### src/verilog/ifd_pkg.sv
// shared constants and types for the interlaced field readout block
package ifd_pkg;

  // ----------------------------------------------------------------
  // widths
  // ----------------------------------------------------------------
  localparam int PIX_W = 10;
  localparam int OUT_W = 12;
  localparam int SUM_W = 13;
  localparam int AUX_W = 14;
  localparam int LINE_W = 12;
  localparam int GAIN_W = 8;
  localparam int GAIN_FRAC = 6;
  localparam int SHUT_W = 16;
  localparam int ADDR_W = 8;
  localparam int DATA_W = 32;
  localparam int WORD_W = 3 + LINE_W + OUT_W + AUX_W;

  // ----------------------------------------------------------------
  // field store geometry (plain defaults)
  // ----------------------------------------------------------------
  localparam int FL_AW = 3;
  localparam int COL_W = 4;
  localparam int MEM_DEPTH = 1 << (FL_AW + COL_W);
  localparam logic [SHUT_W-1:0] FIELD_LINES = 16'h0008;
  localparam logic [SHUT_W-1:0] MIN_FRAME_SHUTTER = FIELD_LINES + 16'h0001;

  // ----------------------------------------------------------------
  // register map and reset values
  // ----------------------------------------------------------------
  localparam logic [ADDR_W-1:0] REG_CTRL = 8'h00;
  localparam logic [ADDR_W-1:0] REG_SHUTTER = 8'h04;
  localparam logic [ADDR_W-1:0] REG_GAIN0 = 8'h08;
  localparam logic [ADDR_W-1:0] GAIN_STRIDE = 8'h04;
  localparam logic [ADDR_W-1:0] REG_STATUS = 8'h18;
  localparam int CTRL_ACT_LSB = 4;
  localparam int CTRL_COLOR_BIT = 8;
  localparam int STAT_LINE_LSB = 4;
  localparam logic [GAIN_W-1:0] GAIN_RESET = 8'h40;
  localparam logic [SHUT_W-1:0] SHUTTER_RESET = 16'h0010;
  localparam int NUM_GAINS = 4;

  // ----------------------------------------------------------------
  // gain slots: field mode sums / frame mode channels
  // ----------------------------------------------------------------
  localparam logic [1:0] GI_CY_G = 2'h0;
  localparam logic [1:0] GI_MG_YE = 2'h1;
  localparam logic [1:0] GI_MG_CY = 2'h2;
  localparam logic [1:0] GI_G_YE = 2'h3;
  localparam logic [1:0] GI_CY = 2'h0;
  localparam logic [1:0] GI_YE = 2'h1;
  localparam logic [1:0] GI_MG = 2'h2;
  localparam logic [1:0] GI_G = 2'h3;
  localparam logic [1:0] GI_MONO = 2'h0;

  typedef enum logic [1:0] {
    IFD_MODE_FIELD = 2'h0,
    IFD_MODE_FRAME = 2'h1,
    IFD_MODE_PROG = 2'h2
  } ifd_mode_t;

  typedef enum logic [2:0] {
    ST_P0 = 3'b001,
    ST_P1 = 3'b010,
    ST_EMIT2 = 3'b100
  } ifd_state_t;

endpackage

### src/verilog/ifd_gain.sv
// fixed-point gain multiplier for one pixel
`timescale 1ns/1ps
`default_nettype none
module ifd_gain (
  // operands
  input wire logic [ifd_pkg::PIX_W-1:0] pix,
  input wire logic [ifd_pkg::GAIN_W-1:0] gain,
  // result
  output logic [ifd_pkg::OUT_W-1:0] result
);
  logic [ifd_pkg::PIX_W+ifd_pkg::GAIN_W-1:0] prod;

  // full-scale input at the largest gain still fits, so no clamp is needed
  always_comb begin
    prod = pix * gain;
    result = prod[ifd_pkg::GAIN_FRAC +: ifd_pkg::OUT_W];
  end
endmodule
`default_nettype wire

### src/verilog/ifd_skid.sv
// two-entry skid buffer, all outputs registered
`timescale 1ns/1ps
`default_nettype none
module ifd_skid #(
  parameter int W = 8
) (
  // clock and reset
  input wire logic clk,
  input wire logic resetn,
  // fill side
  input wire logic in_valid,
  output logic in_ready,
  input wire logic [W-1:0] in_data,
  // drain side
  output logic out_valid,
  input wire logic out_ready,
  output logic [W-1:0] out_data
);
  logic skid_valid;
  logic [W-1:0] skid_data;

  assign in_ready = !skid_valid;

  always_ff @(posedge clk or negedge resetn) begin
    if (!resetn) begin
      out_valid <= 1'b0;
      out_data <= '0;
      skid_valid <= 1'b0;
      skid_data <= '0;
    end else if (!out_valid || out_ready) begin
      if (skid_valid) begin
        out_data <= skid_data;
        out_valid <= 1'b1;
        skid_valid <= 1'b0;
      end else begin
        out_valid <= in_valid;
        if (in_valid) begin
          out_data <= in_data;
        end
      end
    end else if (in_valid && !skid_valid) begin
      skid_data <= in_data;
      skid_valid <= 1'b1;
    end
  end
endmodule
`default_nettype wire

### src/verilog/ifd_readout.sv
// interlaced field readout: line mapping, gains, luma/chroma rebuild
//
// Decided for this implementation: the register offsets and the strobed register port.
`timescale 1ns/1ps
`default_nettype none
module ifd_readout (
  // clock and reset
  input wire logic clk,
  input wire logic resetn,
  // register port
  input wire logic [ifd_pkg::ADDR_W-1:0] reg_addr,
  input wire logic [ifd_pkg::DATA_W-1:0] reg_wdata,
  input wire logic reg_wr,
  input wire logic reg_rd,
  output logic [ifd_pkg::DATA_W-1:0] reg_rdata,
  // camera strap
  input wire logic color_camera_pin,
  // sensor stream from the front end
  input wire logic in_valid,
  output logic in_ready,
  input wire logic [ifd_pkg::PIX_W-1:0] in_data,
  input wire logic in_sof,
  input wire logic in_sol,
  input wire logic in_field,
  // image stream to the host link
  output logic out_valid,
  input wire logic out_ready,
  output logic [ifd_pkg::OUT_W-1:0] out_pix,
  output logic [ifd_pkg::AUX_W-1:0] out_aux,
  output logic [ifd_pkg::LINE_W-1:0] out_line,
  output logic out_field,
  output logic out_sof,
  output logic out_sol,
  // sensor timing
  output logic integration_active_out,
  output logic shutter_dump_out
);

  // ----------------------------------------------------------------
  // helpers
  // ----------------------------------------------------------------
  function automatic logic [ifd_pkg::LINE_W-1:0] line_pos(
    input logic [ifd_pkg::LINE_W-1:0] k,
    input logic shift
  );
    line_pos = {k[ifd_pkg::LINE_W-2:0], 1'b0} + {{(ifd_pkg::LINE_W-1){1'b0}}, 1'b1}
      + {{(ifd_pkg::LINE_W-1){1'b0}}, shift};
  endfunction

  function automatic logic is_gain_addr(
    input logic [ifd_pkg::ADDR_W-1:0] a,
    input int idx
  );
    is_gain_addr = (a == ifd_pkg::ADDR_W'(ifd_pkg::REG_GAIN0 + ifd_pkg::GAIN_STRIDE * idx));
  endfunction

  // ----------------------------------------------------------------
  // strap synchroniser
  // ----------------------------------------------------------------
  logic color_meta;
  logic color_camera;

  always_ff @(posedge clk or negedge resetn) begin
    if (!resetn) begin
      color_meta <= 1'b0;
      color_camera <= 1'b0;
    end else begin
      color_meta <= color_camera_pin;
      color_camera <= color_meta;
    end
  end

  // ----------------------------------------------------------------
  // configuration registers
  // ----------------------------------------------------------------
  ifd_pkg::ifd_mode_t mode_req;
  ifd_pkg::ifd_mode_t active_mode;
  logic [ifd_pkg::SHUT_W-1:0] shutter;
  logic [ifd_pkg::GAIN_W-1:0] gain [ifd_pkg::NUM_GAINS];
  logic [1:0] wr_mode;
  logic [ifd_pkg::SHUT_W-1:0] wr_shut;

  assign wr_mode = reg_wdata[1:0];
  assign wr_shut = reg_wdata[ifd_pkg::SHUT_W-1:0];

  always_ff @(posedge clk or negedge resetn) begin
    if (!resetn) begin
      mode_req <= ifd_pkg::IFD_MODE_FIELD;
      shutter <= ifd_pkg::SHUTTER_RESET;
    end else if (reg_wr) begin
      if (reg_addr == ifd_pkg::REG_CTRL) begin
        if (wr_mode == ifd_pkg::IFD_MODE_FIELD) begin
          mode_req <= ifd_pkg::IFD_MODE_FIELD;
        end else if (wr_mode == ifd_pkg::IFD_MODE_PROG) begin
          if (!color_camera) begin
            mode_req <= ifd_pkg::IFD_MODE_PROG;
          end
        end else if (wr_mode == ifd_pkg::IFD_MODE_FRAME) begin
          mode_req <= ifd_pkg::IFD_MODE_FRAME;
          // entering frame mode drags a short shutter up to the minimum
          if (shutter < ifd_pkg::MIN_FRAME_SHUTTER) begin
            shutter <= ifd_pkg::MIN_FRAME_SHUTTER;
          end
        end
      end else if (reg_addr == ifd_pkg::REG_SHUTTER) begin
        if (mode_req != ifd_pkg::IFD_MODE_FRAME || wr_shut >= ifd_pkg::MIN_FRAME_SHUTTER) begin
          shutter <= wr_shut;
        end
      end
    end
  end

  generate
    for (genvar gi = 0; gi < ifd_pkg::NUM_GAINS; gi++) begin : g_gain
      always_ff @(posedge clk or negedge resetn) begin
        if (!resetn) begin
          gain[gi] <= ifd_pkg::GAIN_RESET;
        end else if (reg_wr && is_gain_addr(reg_addr, gi)) begin
          gain[gi] <= reg_wdata[ifd_pkg::GAIN_W-1:0];
        end
      end
    end
  endgenerate

  // ----------------------------------------------------------------
  // sensor position tracking
  // ----------------------------------------------------------------
  ifd_pkg::ifd_state_t state;
  logic buf_ready;
  logic acc;
  logic [ifd_pkg::LINE_W-1:0] line_k;
  logic [ifd_pkg::COL_W-1:0] col;
  logic field;
  ifd_pkg::ifd_mode_t cur_mode;
  logic [ifd_pkg::LINE_W-1:0] cur_k;
  logic [ifd_pkg::COL_W-1:0] cur_col;
  logic cur_field;
  logic f_eff;
  logic [1:0] row_lo;
  logic [1:0] gidx;
  logic [ifd_pkg::LINE_W-1:0] cur_line;

  assign in_ready = (state == ifd_pkg::ST_P0) || (state == ifd_pkg::ST_P1 && buf_ready);
  assign acc = in_valid && in_ready;

  always_comb begin
    // a new frame starts with the first field; only then the mode may change
    cur_mode = (in_sof && !in_field) ? mode_req : active_mode;
    cur_k = in_sof ? '0 : (in_sol ? line_k + {{(ifd_pkg::LINE_W-1){1'b0}}, 1'b1} : line_k);
    cur_col = (in_sof || in_sol) ? '0 : col + {{(ifd_pkg::COL_W-1){1'b0}}, 1'b1};
    cur_field = in_sof ? in_field : field;
    // progressive emulation keeps the same pairing in both fields
    f_eff = cur_field && (cur_mode != ifd_pkg::IFD_MODE_PROG);
    row_lo = {cur_k[0], f_eff};
    cur_line = line_pos(cur_k, f_eff);
    gidx = ifd_pkg::GI_MONO;
    if (cur_mode == ifd_pkg::IFD_MODE_FIELD) begin
      // pair type flips every two rows from the bottom
      gidx = {row_lo[1] ^ row_lo[0], cur_col[0]};
    end else if (cur_mode == ifd_pkg::IFD_MODE_FRAME) begin
      if (row_lo[0]) begin
        gidx = cur_col[0] ? ifd_pkg::GI_YE : ifd_pkg::GI_CY;
      end else begin
        gidx = (cur_col[0] ^ row_lo[1]) ? ifd_pkg::GI_MG : ifd_pkg::GI_G;
      end
    end
  end

  always_ff @(posedge clk or negedge resetn) begin
    if (!resetn) begin
      line_k <= '0;
      col <= '0;
      field <= 1'b0;
      active_mode <= ifd_pkg::IFD_MODE_FIELD;
    end else if (acc) begin
      line_k <= cur_k;
      col <= cur_col;
      field <= cur_field;
      active_mode <= cur_mode;
    end
  end

  // ----------------------------------------------------------------
  // gain and first-field store
  // ----------------------------------------------------------------
  logic [ifd_pkg::OUT_W-1:0] g;
  logic [ifd_pkg::OUT_W-1:0] fmem [ifd_pkg::MEM_DEPTH];
  logic [ifd_pkg::FL_AW+ifd_pkg::COL_W-1:0] mem_idx;
  logic [ifd_pkg::SUM_W-1:0] cv;

  ifd_gain u_gain (
    .pix(in_data),
    .gain(gain[gidx]),
    .result(g)
  );

  assign mem_idx = {cur_k[ifd_pkg::FL_AW-1:0], cur_col};

  // only a few lines fit; the host must keep the frame mode window small
  always_ff @(posedge clk) begin
    if (acc && cur_mode == ifd_pkg::IFD_MODE_FRAME && !cur_field) begin
      fmem[mem_idx] <= g;
    end
  end

  always_comb begin
    // second frame field: add the stored line above to deinterlace
    if (cur_mode == ifd_pkg::IFD_MODE_FRAME && cur_field) begin
      cv = {1'b0, g} + {1'b0, fmem[mem_idx]};
    end else begin
      cv = {1'b0, g};
    end
  end

  // ----------------------------------------------------------------
  // pixel pair sequencer
  // ----------------------------------------------------------------
  logic [ifd_pkg::OUT_W-1:0] g0;
  logic [ifd_pkg::SUM_W-1:0] cv0;
  logic [2+ifd_pkg::LINE_W:0] meta0;
  logic [ifd_pkg::WORD_W-1:0] held;
  logic buf_push;
  logic [ifd_pkg::WORD_W-1:0] buf_word;
  logic [ifd_pkg::WORD_W-1:0] next_held;
  ifd_pkg::ifd_state_t next_state;
  logic [ifd_pkg::SUM_W:0] ysum;
  logic [ifd_pkg::AUX_W-1:0] luma;
  logic [ifd_pkg::AUX_W-1:0] chroma;
  logic [ifd_pkg::SUM_W-1:0] hbin;
  logic [ifd_pkg::OUT_W-1:0] hbin_sat;
  logic [2+ifd_pkg::LINE_W:0] meta1;

  always_comb begin
    ysum = {1'b0, cv0} + {1'b0, cv};
    luma = {1'b0, ysum[ifd_pkg::SUM_W:1]};
    // odd column minus even column yields R-Y or -(B-Y) by pair type
    chroma = {1'b0, cv} - {1'b0, cv0};
    hbin = {1'b0, g0} + {1'b0, g};
    hbin_sat = hbin[ifd_pkg::OUT_W] ? '1 : hbin[ifd_pkg::OUT_W-1:0];
    meta1 = {2'b00, meta0[ifd_pkg::LINE_W:0]};
    buf_push = 1'b0;
    buf_word = held;
    next_held = held;
    next_state = state;
    case (state)
      ifd_pkg::ST_P0: begin
        if (acc) begin
          next_state = ifd_pkg::ST_P1;
        end
      end
      ifd_pkg::ST_P1: begin
        if (acc) begin
          buf_push = 1'b1;
          if (active_mode == ifd_pkg::IFD_MODE_PROG) begin
            // one mono word per pair, never a colour component
            buf_word = {meta0, hbin_sat, {ifd_pkg::AUX_W{1'b0}}};
            next_state = ifd_pkg::ST_P0;
          end else if (active_mode == ifd_pkg::IFD_MODE_FRAME && !meta0[ifd_pkg::LINE_W]) begin
            buf_word = {meta0, g0, {ifd_pkg::AUX_W{1'b0}}};
            next_held = {meta1, g, {ifd_pkg::AUX_W{1'b0}}};
            next_state = ifd_pkg::ST_EMIT2;
          end else begin
            buf_word = {meta0, g0, luma};
            next_held = {meta1, g, chroma};
            next_state = ifd_pkg::ST_EMIT2;
          end
        end
      end
      ifd_pkg::ST_EMIT2: begin
        if (buf_ready) begin
          buf_push = 1'b1;
          next_state = ifd_pkg::ST_P0;
        end
      end
      default: begin
        next_state = ifd_pkg::ST_P0;
      end
    endcase
  end

  always_ff @(posedge clk or negedge resetn) begin
    if (!resetn) begin
      state <= ifd_pkg::ST_P0;
      held <= '0;
    end else begin
      state <= next_state;
      held <= next_held;
    end
  end

  always_ff @(posedge clk or negedge resetn) begin
    if (!resetn) begin
      g0 <= '0;
      cv0 <= '0;
      meta0 <= '0;
    end else if (acc && state == ifd_pkg::ST_P0) begin
      g0 <= g;
      cv0 <= cv;
      meta0 <= {in_sof, in_sof || in_sol, cur_field, cur_line};
    end
  end

  // ----------------------------------------------------------------
  // output buffer
  // ----------------------------------------------------------------
  ifd_skid #(
    .W(ifd_pkg::WORD_W)
  ) u_skid (
    .clk(clk),
    .resetn(resetn),
    .in_valid(buf_push),
    .in_ready(buf_ready),
    .in_data(buf_word),
    .out_valid(out_valid),
    .out_ready(out_ready),
    .out_data({out_sof, out_sol, out_field, out_line, out_pix, out_aux})
  );

  // ----------------------------------------------------------------
  // integration window and shutter pulse
  // ----------------------------------------------------------------
  logic [ifd_pkg::SHUT_W-1:0] int_cnt;
  logic [ifd_pkg::SHUT_W-1:0] next_int_cnt;

  assign next_int_cnt = int_cnt + {{(ifd_pkg::SHUT_W-1){1'b0}}, 1'b1};

  always_ff @(posedge clk or negedge resetn) begin
    if (!resetn) begin
      integration_active_out <= 1'b0;
      shutter_dump_out <= 1'b0;
      int_cnt <= '0;
    end else begin
      shutter_dump_out <= 1'b0;
      if (acc && in_sof && (cur_mode != ifd_pkg::IFD_MODE_FRAME || !in_field)) begin
        // frame mode opens once per frame so the window covers both fields
        integration_active_out <= 1'b1;
        int_cnt <= '0;
        // overlapping fields leave no room for a charge dump in frame mode
        shutter_dump_out <= (cur_mode != ifd_pkg::IFD_MODE_FRAME);
      end else if (acc && in_sol && integration_active_out) begin
        int_cnt <= next_int_cnt;
        if (next_int_cnt >= shutter) begin
          integration_active_out <= 1'b0;
        end
      end
    end
  end

  // ----------------------------------------------------------------
  // register read
  // ----------------------------------------------------------------
  always_ff @(posedge clk or negedge resetn) begin
    if (!resetn) begin
      reg_rdata <= '0;
    end else begin
      reg_rdata <= '0;
      if (reg_rd) begin
        if (reg_addr == ifd_pkg::REG_CTRL) begin
          reg_rdata[1:0] <= mode_req;
          reg_rdata[ifd_pkg::CTRL_ACT_LSB +: 2] <= active_mode;
          reg_rdata[ifd_pkg::CTRL_COLOR_BIT] <= color_camera;
        end else if (reg_addr == ifd_pkg::REG_SHUTTER) begin
          reg_rdata[ifd_pkg::SHUT_W-1:0] <= shutter;
        end else if (reg_addr == ifd_pkg::REG_STATUS) begin
          reg_rdata[0] <= field;
          reg_rdata[1] <= integration_active_out;
          reg_rdata[ifd_pkg::STAT_LINE_LSB +: ifd_pkg::LINE_W] <= line_k;
        end else begin
          for (int i = 0; i < ifd_pkg::NUM_GAINS; i++) begin
            if (is_gain_addr(reg_addr, i)) begin
              reg_rdata[ifd_pkg::GAIN_W-1:0] <= gain[i];
            end
          end
        end
      end
    end
  end

endmodule
`default_nettype wire

### config.mk
export PLATFORM = sky130hd
export DESIGN_NAME = ifd_readout
export DESIGN_NICKNAME = d
export VERILOG_FILES = /design/src/verilog/ifd_pkg.sv /design/src/verilog/ifd_gain.sv /design/src/verilog/ifd_skid.sv /design/src/verilog/ifd_readout.sv
export SDC_FILE = /design/constraint.sdc
export NUM_CORES = 2
export LEC_CHECK = 0
export BUFFER_PORTS_ARGS = -buffer_cell sky130_fd_sc_hd__buf_2
export CORE_MARGIN = 2
export CORE_UTILIZATION = 50
export CTS_CLUSTER_SIZE = 16
export DETAILED_ROUTE_END_ITERATION = 8
export PLACE_DENSITY = 0.66
export SYNTH_ARGS = -nofsm -noshare
export SYNTH_HDL_FRONTEND = slang
export SYNTH_SLANG_ARGS = --single-unit
export TNS_END_PERCENT = 20
### constraint.sdc
create_clock -name clk -period 15.7 [get_ports clk]
set_clock_uncertainty 0.2 [all_clocks]
set_input_delay 3.925 -clock clk [delete_from_list [all_inputs] [get_ports clk]]
set_output_delay 3.925 -clock clk [all_outputs]
set_load 0.01 [all_outputs]
## Word-level counts from Yosys, hierarchy flattened

Memory sizes are Yosys's and may differ from the RTL's.
Cells that the tools add are included.

| operators by class | value |
|---|---|
| bitwise logic cells | 5 |
| mux-type cells | 68 |
| reduce and logical (&&, ||, !) cells | 47 |
| $mul | 1 |
| add/subtract/negate cells | 9 |
| equal/unequal tests | 25 |
| $lt $le $gt $ge | 4 |

Operator list:

| kind | number |
|---|---|
| 16-bit 2-to-1 mux | 11 |
| 41-bit 2-to-1 mux | 4 |
| 8-bit 2-to-1 mux | 7 |
| 12-bit 2-to-1 mux | 3 |
| 2-bit 2-to-1 mux | 14 |
| 12-bit by 12-bit adder with 13-bit output | 2 |
| 13-bit 2-to-1 mux | 2 |
| 26-bit 2-to-1 mux | 1 |
| 12-bit by 1-bit adder with 12-bit output (second input constant) | 2 |
| 8-bit by 5-bit == test with 1-bit output (second input constant) | 3 |
| 1-bit logical AND | 18 |
| 10-bit by 8-bit multiplier with 18-bit output | 1 |
| 16-bit by 1-bit adder with 16-bit output (second input constant) | 1 |
| 8-bit binary-select mux with 2-bit select | 1 |
| 8-bit by 4-bit == test with 1-bit output (second input constant) | 2 |
| 16-bit greater-or-equal comparator | 1 |
| 16-bit by 4-bit greater-or-equal comparator with 1-bit output (second input constant) | 1 |
| 16-bit by 4-bit < comparator with 1-bit output (second input constant) | 1 |
| 2-bit inequality test (second input constant) | 8 |
| 1-bit 2-to-1 mux | 15 |
| 13-bit by 13-bit adder with 14-bit output | 1 |
| 14-bit 2-to-1 mux | 1 |
| 2-bit nonzero test | 7 |
| 13-bit by 13-bit subtractor with 14-bit output | 1 |
| other kinds (28) | 51 |

| storage, ports and cells | value |
|---|---|
| output and inout port bits | 77 |
| bits in registers | 271 |
| input bits | 60 |
| memories kept | 1 |
| memory bits (writable) | 1536 |

Memories:

| memory | words | width | read ports | clocked after Yosys merged registers in | wr ports | line | RTL |
|---|---|---|---|---|---|---|---|
| fmem | 128 | 12 | 1 | 0 | 1 | ifd_readout.sv:187 | `logic [ifd_pkg::OUT_W-1:0] fmem [ifd_pkg::MEM_DEPTH];` |

## Depth between registers and ports, before layout

| logic depth | value |
|---|---|
| depth in word-level cells | 22 |
| gate-level depth with buffers | 44 |
| mapped depth without buffers | 42 |

## Hierarchy

From an unflattened synthesis, not the netlist that was laid out.

| second synthesis, totals | value |
|---|---|
| cell total of the unflattened synthesis | 5333 |
| area total of the unflattened synthesis | 75772.7 um^2 |

Modules (own cells, without submodules):

| module | instances | cells an instance | area each (um^2) |
|---|---|---|---|
| ifd_readout | 1 | 4800 | 69511.7 |
| ifd_skid | 1 | 228 | 3691.0 |
| ifd_gain | 1 | 305 | 2570.0 |

## Worst setup path before layout

Ideal clock, no wire load.

| timing path | value |
|---|---|
| kind | input -> register |
| start point | in in_sof |
| end point | reg u_skid.out_data[9] |
| arrival time | 16238 ps |
| stages | 41 |
| setup slack | -863 ps |
| library setup time | 126 ps |
| path through | buf_4 > mux2i_1 > nor2_1 > ha_1 > o21ai_0 > a21o_1 > buf_1 > mux2i_1 > a21oi_1 > and2_1 > fa_1 > fa_1 > inv_1 > fa_1 > fa_1 > inv_1 > ha_1 > o21a_1 > [... 5 more ...] > nor2b_1 > o21ai_0 > nand2b_1 > a21o_1 > a21o_1 > a31oi_1 > xnor2_1 > nand2_1 > o21ai_0 > ha_1 > clkbuf_1 > nor2b_1 > o21a_1 > a211oi_1 > xnor2_1 > nor2_1 > a211o_1 > o311a_1 |

| between the ends | value |
|---|---|
| word-level cells in the longest chain between the ends | 21 |
| elaborated cells on any way between the ends | 33 |

Ends and longest elaborated chain:

| item | line | RTL |
|---|---|---|
| from (decl) | ifd_readout.sv:22 | `input wire logic in_sof,` |
| 1-bit logical OR / 1-bit logical AND (equally long branches) | ifd_readout.sv:150, ifd_readout.sv:148 |  |
| 4-bit 2-to-1 mux / 2-bit 2-to-1 mux (equally long branches) | ifd_readout.sv:150, ifd_readout.sv:148 |  |
| 1-bit XOR / 2-bit inequality test (equally long branches) | ifd_readout.sv:164, ifd_readout.sv:153 |  |
| 1-bit 2-to-1 mux / 1-bit logical AND (equally long branches) | ifd_readout.sv:164, ifd_readout.sv:153 |  |
| 2-bit 2-to-1 mux | ifd_readout.sv:161 | `if (row_lo[0]) begin` |
| 2-bit 2-to-1 mux | ifd_readout.sv:160 | `end else if (cur_mode == ifd_pkg::IFD_MODE_FRAME) begin` |
| 2-bit 2-to-1 mux * | ifd_readout.sv:157 | `if (cur_mode == ifd_pkg::IFD_MODE_FIELD) begin` |
| 2-bit inverter with 3-bit output (implied by the code) * | ifd_readout.sv:193 | `.gain(gain[gidx]),` |
| [... 4 more ...] | -- |  |
| net g (one bit) | ifd_readout.sv:186 | `logic [ifd_pkg::OUT_W-1:0] g;` |
| [... 2 more ...] | -- |  |
| net cv (one bit) | ifd_readout.sv:189 | `logic [ifd_pkg::SUM_W-1:0] cv;` |
| 13-bit by 13-bit adder with 14-bit output * | ifd_readout.sv:234 | `ysum = {1'b0, cv0} + {1'b0, cv};` |
| 13-bit 2-to-1 mux * | ifd_readout.sv:258 | `end else if (active_mode == ifd_pkg::IFD_MODE_FRAME && !meta0[ifd_pkg::LINE_W]) begin` |
| 26-bit 2-to-1 mux * | ifd_readout.sv:254 | `if (active_mode == ifd_pkg::IFD_MODE_PROG) begin` |
| 41-bit 2-to-1 mux * | ifd_readout.sv:252 | `if (acc) begin` |
| 41-bit 2-to-1 mux * | ifd_readout.sv:245 | `case (state)` |
| 41-bit 2-to-1 mux * | ifd_skid.sv:37 | `if (in_valid) begin` |
| 41-bit 2-to-1 mux * | ifd_skid.sv:31 | `if (skid_valid) begin` |
| to (signal assigned) | ifd_skid.sv:32 | `out_data <= skid_data;` |
| to (signal assigned) | ifd_skid.sv:38 | `out_data <= in_data;` |
| to (decl) | ifd_skid.sv:17 | `output logic [W-1:0] out_data` |

The timed path passes the listed nets; every way through them passes the cells marked *. The select of a mux whose other input is x is not followed.
A chain may end at the register's enable or synchronous reset.

## Final worst setup path

Same ends and word-level chain as after synthesis.

==> reports/qor.yml <==
logic_synthesis:
  synthMuxAreaShare_pct: 1.96
  ys_types: 78
  synth-main-ff-cell: "edfxtp_1"
  synth_area_leaders: "edfxtp_1 (62%), dfrtp_1 (9.0%), nand2_1 (3.0%)"
  synth_top_area_share_pct: 62.3
  synth_edf_count: 1536
  synthCells: 5308
  ys_warn_count: 0
  synth-simple-area-share_pct: 8.10
  synth_xor_xnor_area_share_pct: 0.933
  ys_ff_latch: 1807
  ys_seq_area_share_pct: 71.5
  ys_async_sr_fraction_pct: 15.0
  synth_top_area_cell: "edfxtp_1"
  synth_fa_ha_area_share_pct: 3.19
  netlist_area_sq_um: 74000
  synth_top_family_by_area: "compound AO/OA/AOI/OAI gates"
  synth_compound_area_share_pct: 11.8
  syn_area_per_cell_sq_um: 13.9
setup_path:
  max_stage_delay_ns: 0.73
  start_kind: "input pin"
  path_class: "in -> reg"
  crit_arrival_ns: 14.57
  endpoint_kind: "flop"
  worstPathMaxFanout: 36
  crit_slowest_cell: "a21oi_1"
  crit_required_ns: 16.19
final_layout:
  seq_area_sq_um: 52900
  final_util_pct: 56.7
  n_fill_cell: 11600
  final_cell_mix: "edfxtp_1 (1536), nand2_1 (575), nor2_1 (329)"
  drive_above_1_share_pct: 12.9
  layout_commonest_cell: "edfxtp_1"
  syn_to_final_growth_pct: 12.9
  nets: 5759
  fin_cells: 7616
  multi_input_area_sq_um: 19600
  post-route-cell-area_sq_um: 83500
route:
  detail-route-antenna-nets: 0
  wl_um: 221000
  dr_wl_met2_um: 101000
  wl_met3_um: 26500
  post-route-drc-count: 0
  top_layer_used: "met5"
  drtIter0Drc: 6663
  routed_via_density: 6.38
  m1WireLength_um: 82200
  wl_per_cell_um: 29.0
  drt_pass1_iterations: 7
  vias: 48600
power:
  powerDensity_nw_per_um2: 225
  leakagePower_nw: 29.7
  peakVddDrop_uv: 414
  power.total_mw: 18.8
placement:
  gp_congestion: 0.925
  placed_area_sq_um: 78000
  dp.cells: 7293
  dpl_worst_slack_ns: 0.715
  port_buffers: 104
  hpwl_um: 133000
global_routing:
  grt.total_usage_pct: 28.9
  grt_start_max_net_pins: 100
  grt_pass1_vias: 46000
  antenna_found_initial: 13
  grt_pass1_wl_um: 318000
  overflow: 0
clock_network:
  h-tree-depth: 4
  cts_tree: "built"
  clockRootBuffer: "clkbuf_16"
  clk_latency_ns: 0.82
  clock-sinks: 1807
  postCtsSetupBuffers: 0
  cts-buffers-inserted: 176
  cts-resized-gates: 0
  cts_hold_buf: 0
  clk_pin_slew_ns: 0.06
  clock_path_buffers: 3
sta:
  hold_viol: 0
  holdWs_ns: 0.144
  max_slew_margin_pct: 4.26
  fin_ws_ns: 1.62
  tightest_slew_ns: 1.42
  fin_crit_ns: 14.08
  setup_viol: 0
  finalSetupTns_ns: 0
  maxSlewViolCount: 0
  maxClockFrequency_mhz: 71.0
  rsz0062_at_grt: "false"
  period_share_pct: 89.7
die:
  fp.dieH_um: 389
  die-area_sq_um: 151000
  io_pins: 137
  row_count: 141
  die_w_um: 389
  core_area_sq_um: 147000
  initial_core_util_pct: 50.2
job:
  cap_violations: 0
status:
  status: "finished clean"
worst_hold_path:
  hp-class: "reg -> reg"
-- registers in the layout (all words and copies together) (netlist names), 2 cells and up --
signal,count
gain,32
cv0,13
active_mode,2
u_skid.skid_data,41
line_k,12
state,3
meta0,15
g0,12
held,39
reg_rdata,16
shutter,16
mode_req,2
col,4
int_cnt,16
fmem,1536
u_skid.out_data,41
-- final cells by class --
class                           count  share of cell area [%]
Antenna cell                        1                 0.00300
Tap cell                         1930                    2.89
Multi-Input combinational cell   3054                    23.4
Clock inverter                     96                   0.981
Timing Repair Buffer              351                    2.97
Inverter                          151                   0.708
Clock buffer                      226                    5.68
Sequential cell                  1807                    63.3
-- routing by layer --
metal | track usage [%] | vias to the layer above
met3 | 7.04 | 560
li1 | - | 20800
met4 | 12.7 | 18
met2 | 44.8 | 2983
met1 | 38.9 | 24300
met5 | 0 | -
-- Yosys cell counts, types with 14 or more instances --
cell type	count
a211oi_1	24
a21o_1	23
a21oi_1	282
a221oi_1	63
a222oi_1	94
a22o_1	48
a22oi_1	150
a31oi_1	84
and2_1	62
and3_1	31
buf_1	36
buf_2	42
buf_4	17
clkbuf_1	214
dfrtp_1	265
edfxtp_1	1536
fa_1	51
ha_1	107
inv_1	149
mux2_2	57
mux2i_1	81
nand2_1	589
nand2b_1	38
nand3_1	92
nor2_1	336
nor3_1	78
nor4_1	59
o211ai_1	15
o21a_1	15
o21ai_0	213
o221ai_1	24
o22ai_1	203
or3_1	14
xnor2_1	47
xor2_1	30
-- worst max-delay path: cells and delay by family --
family / cells / cell delay (ns)
AOI/OAI and AO/OA: 16 / 3.92
xor gates and xnor gates: 3 / 0.68
adders and majority gates: 7 / 3.22
buffers and inverters: 7 / 0.90
muxes: 1 / 0.44
and+or+nand+nor: 6 / 1.45
-- where the power goes --
group / total, mW / internal [mW] / switching (mW)
clock network: 4.11 / 2.28 / 1.83
logic: 6.62 / 1.53 / 5.09
registers: 8.04 / 7.92 / 0.114
-- path summary, 6_finish.rpt --
path,from,to,slack (ns),cells after the start
setup / recovery,in_sof,u_skid.out_data[9]$_DFFE_PN0P_,1.62,40
hold / removal,color_meta$_DFF_PN0_,color_camera$_DFF_PN0_,0.14,0
setup reg to reg,active_mode[1]$_DFFE_PN0P_,u_skid.out_data[9]$_DFFE_PN0P_,4.51,41
hold reg to reg,color_meta$_DFF_PN0_,color_camera$_DFF_PN0_,0.14,0
max in group asynchronous,resetn,col[0]$_DFFE_PN0P_,10.35,3
min in group asynchronous,resetn,u_skid.out_data[2]$_DFFE_PN0P_,2.94,1
-- logic make-up after synthesis --
logic type | count (synthesis)
AO/OA/AOI/OAI | 1310
XOR/XNOR | 78
adder cells (fa/ha/maj) | 158
buffers and inverters | 462
flip-flops | 1807
multiplexers | 138
other | 1
AND/OR/NAND/NOR | 1354
(Power assumes the default switching activity.)
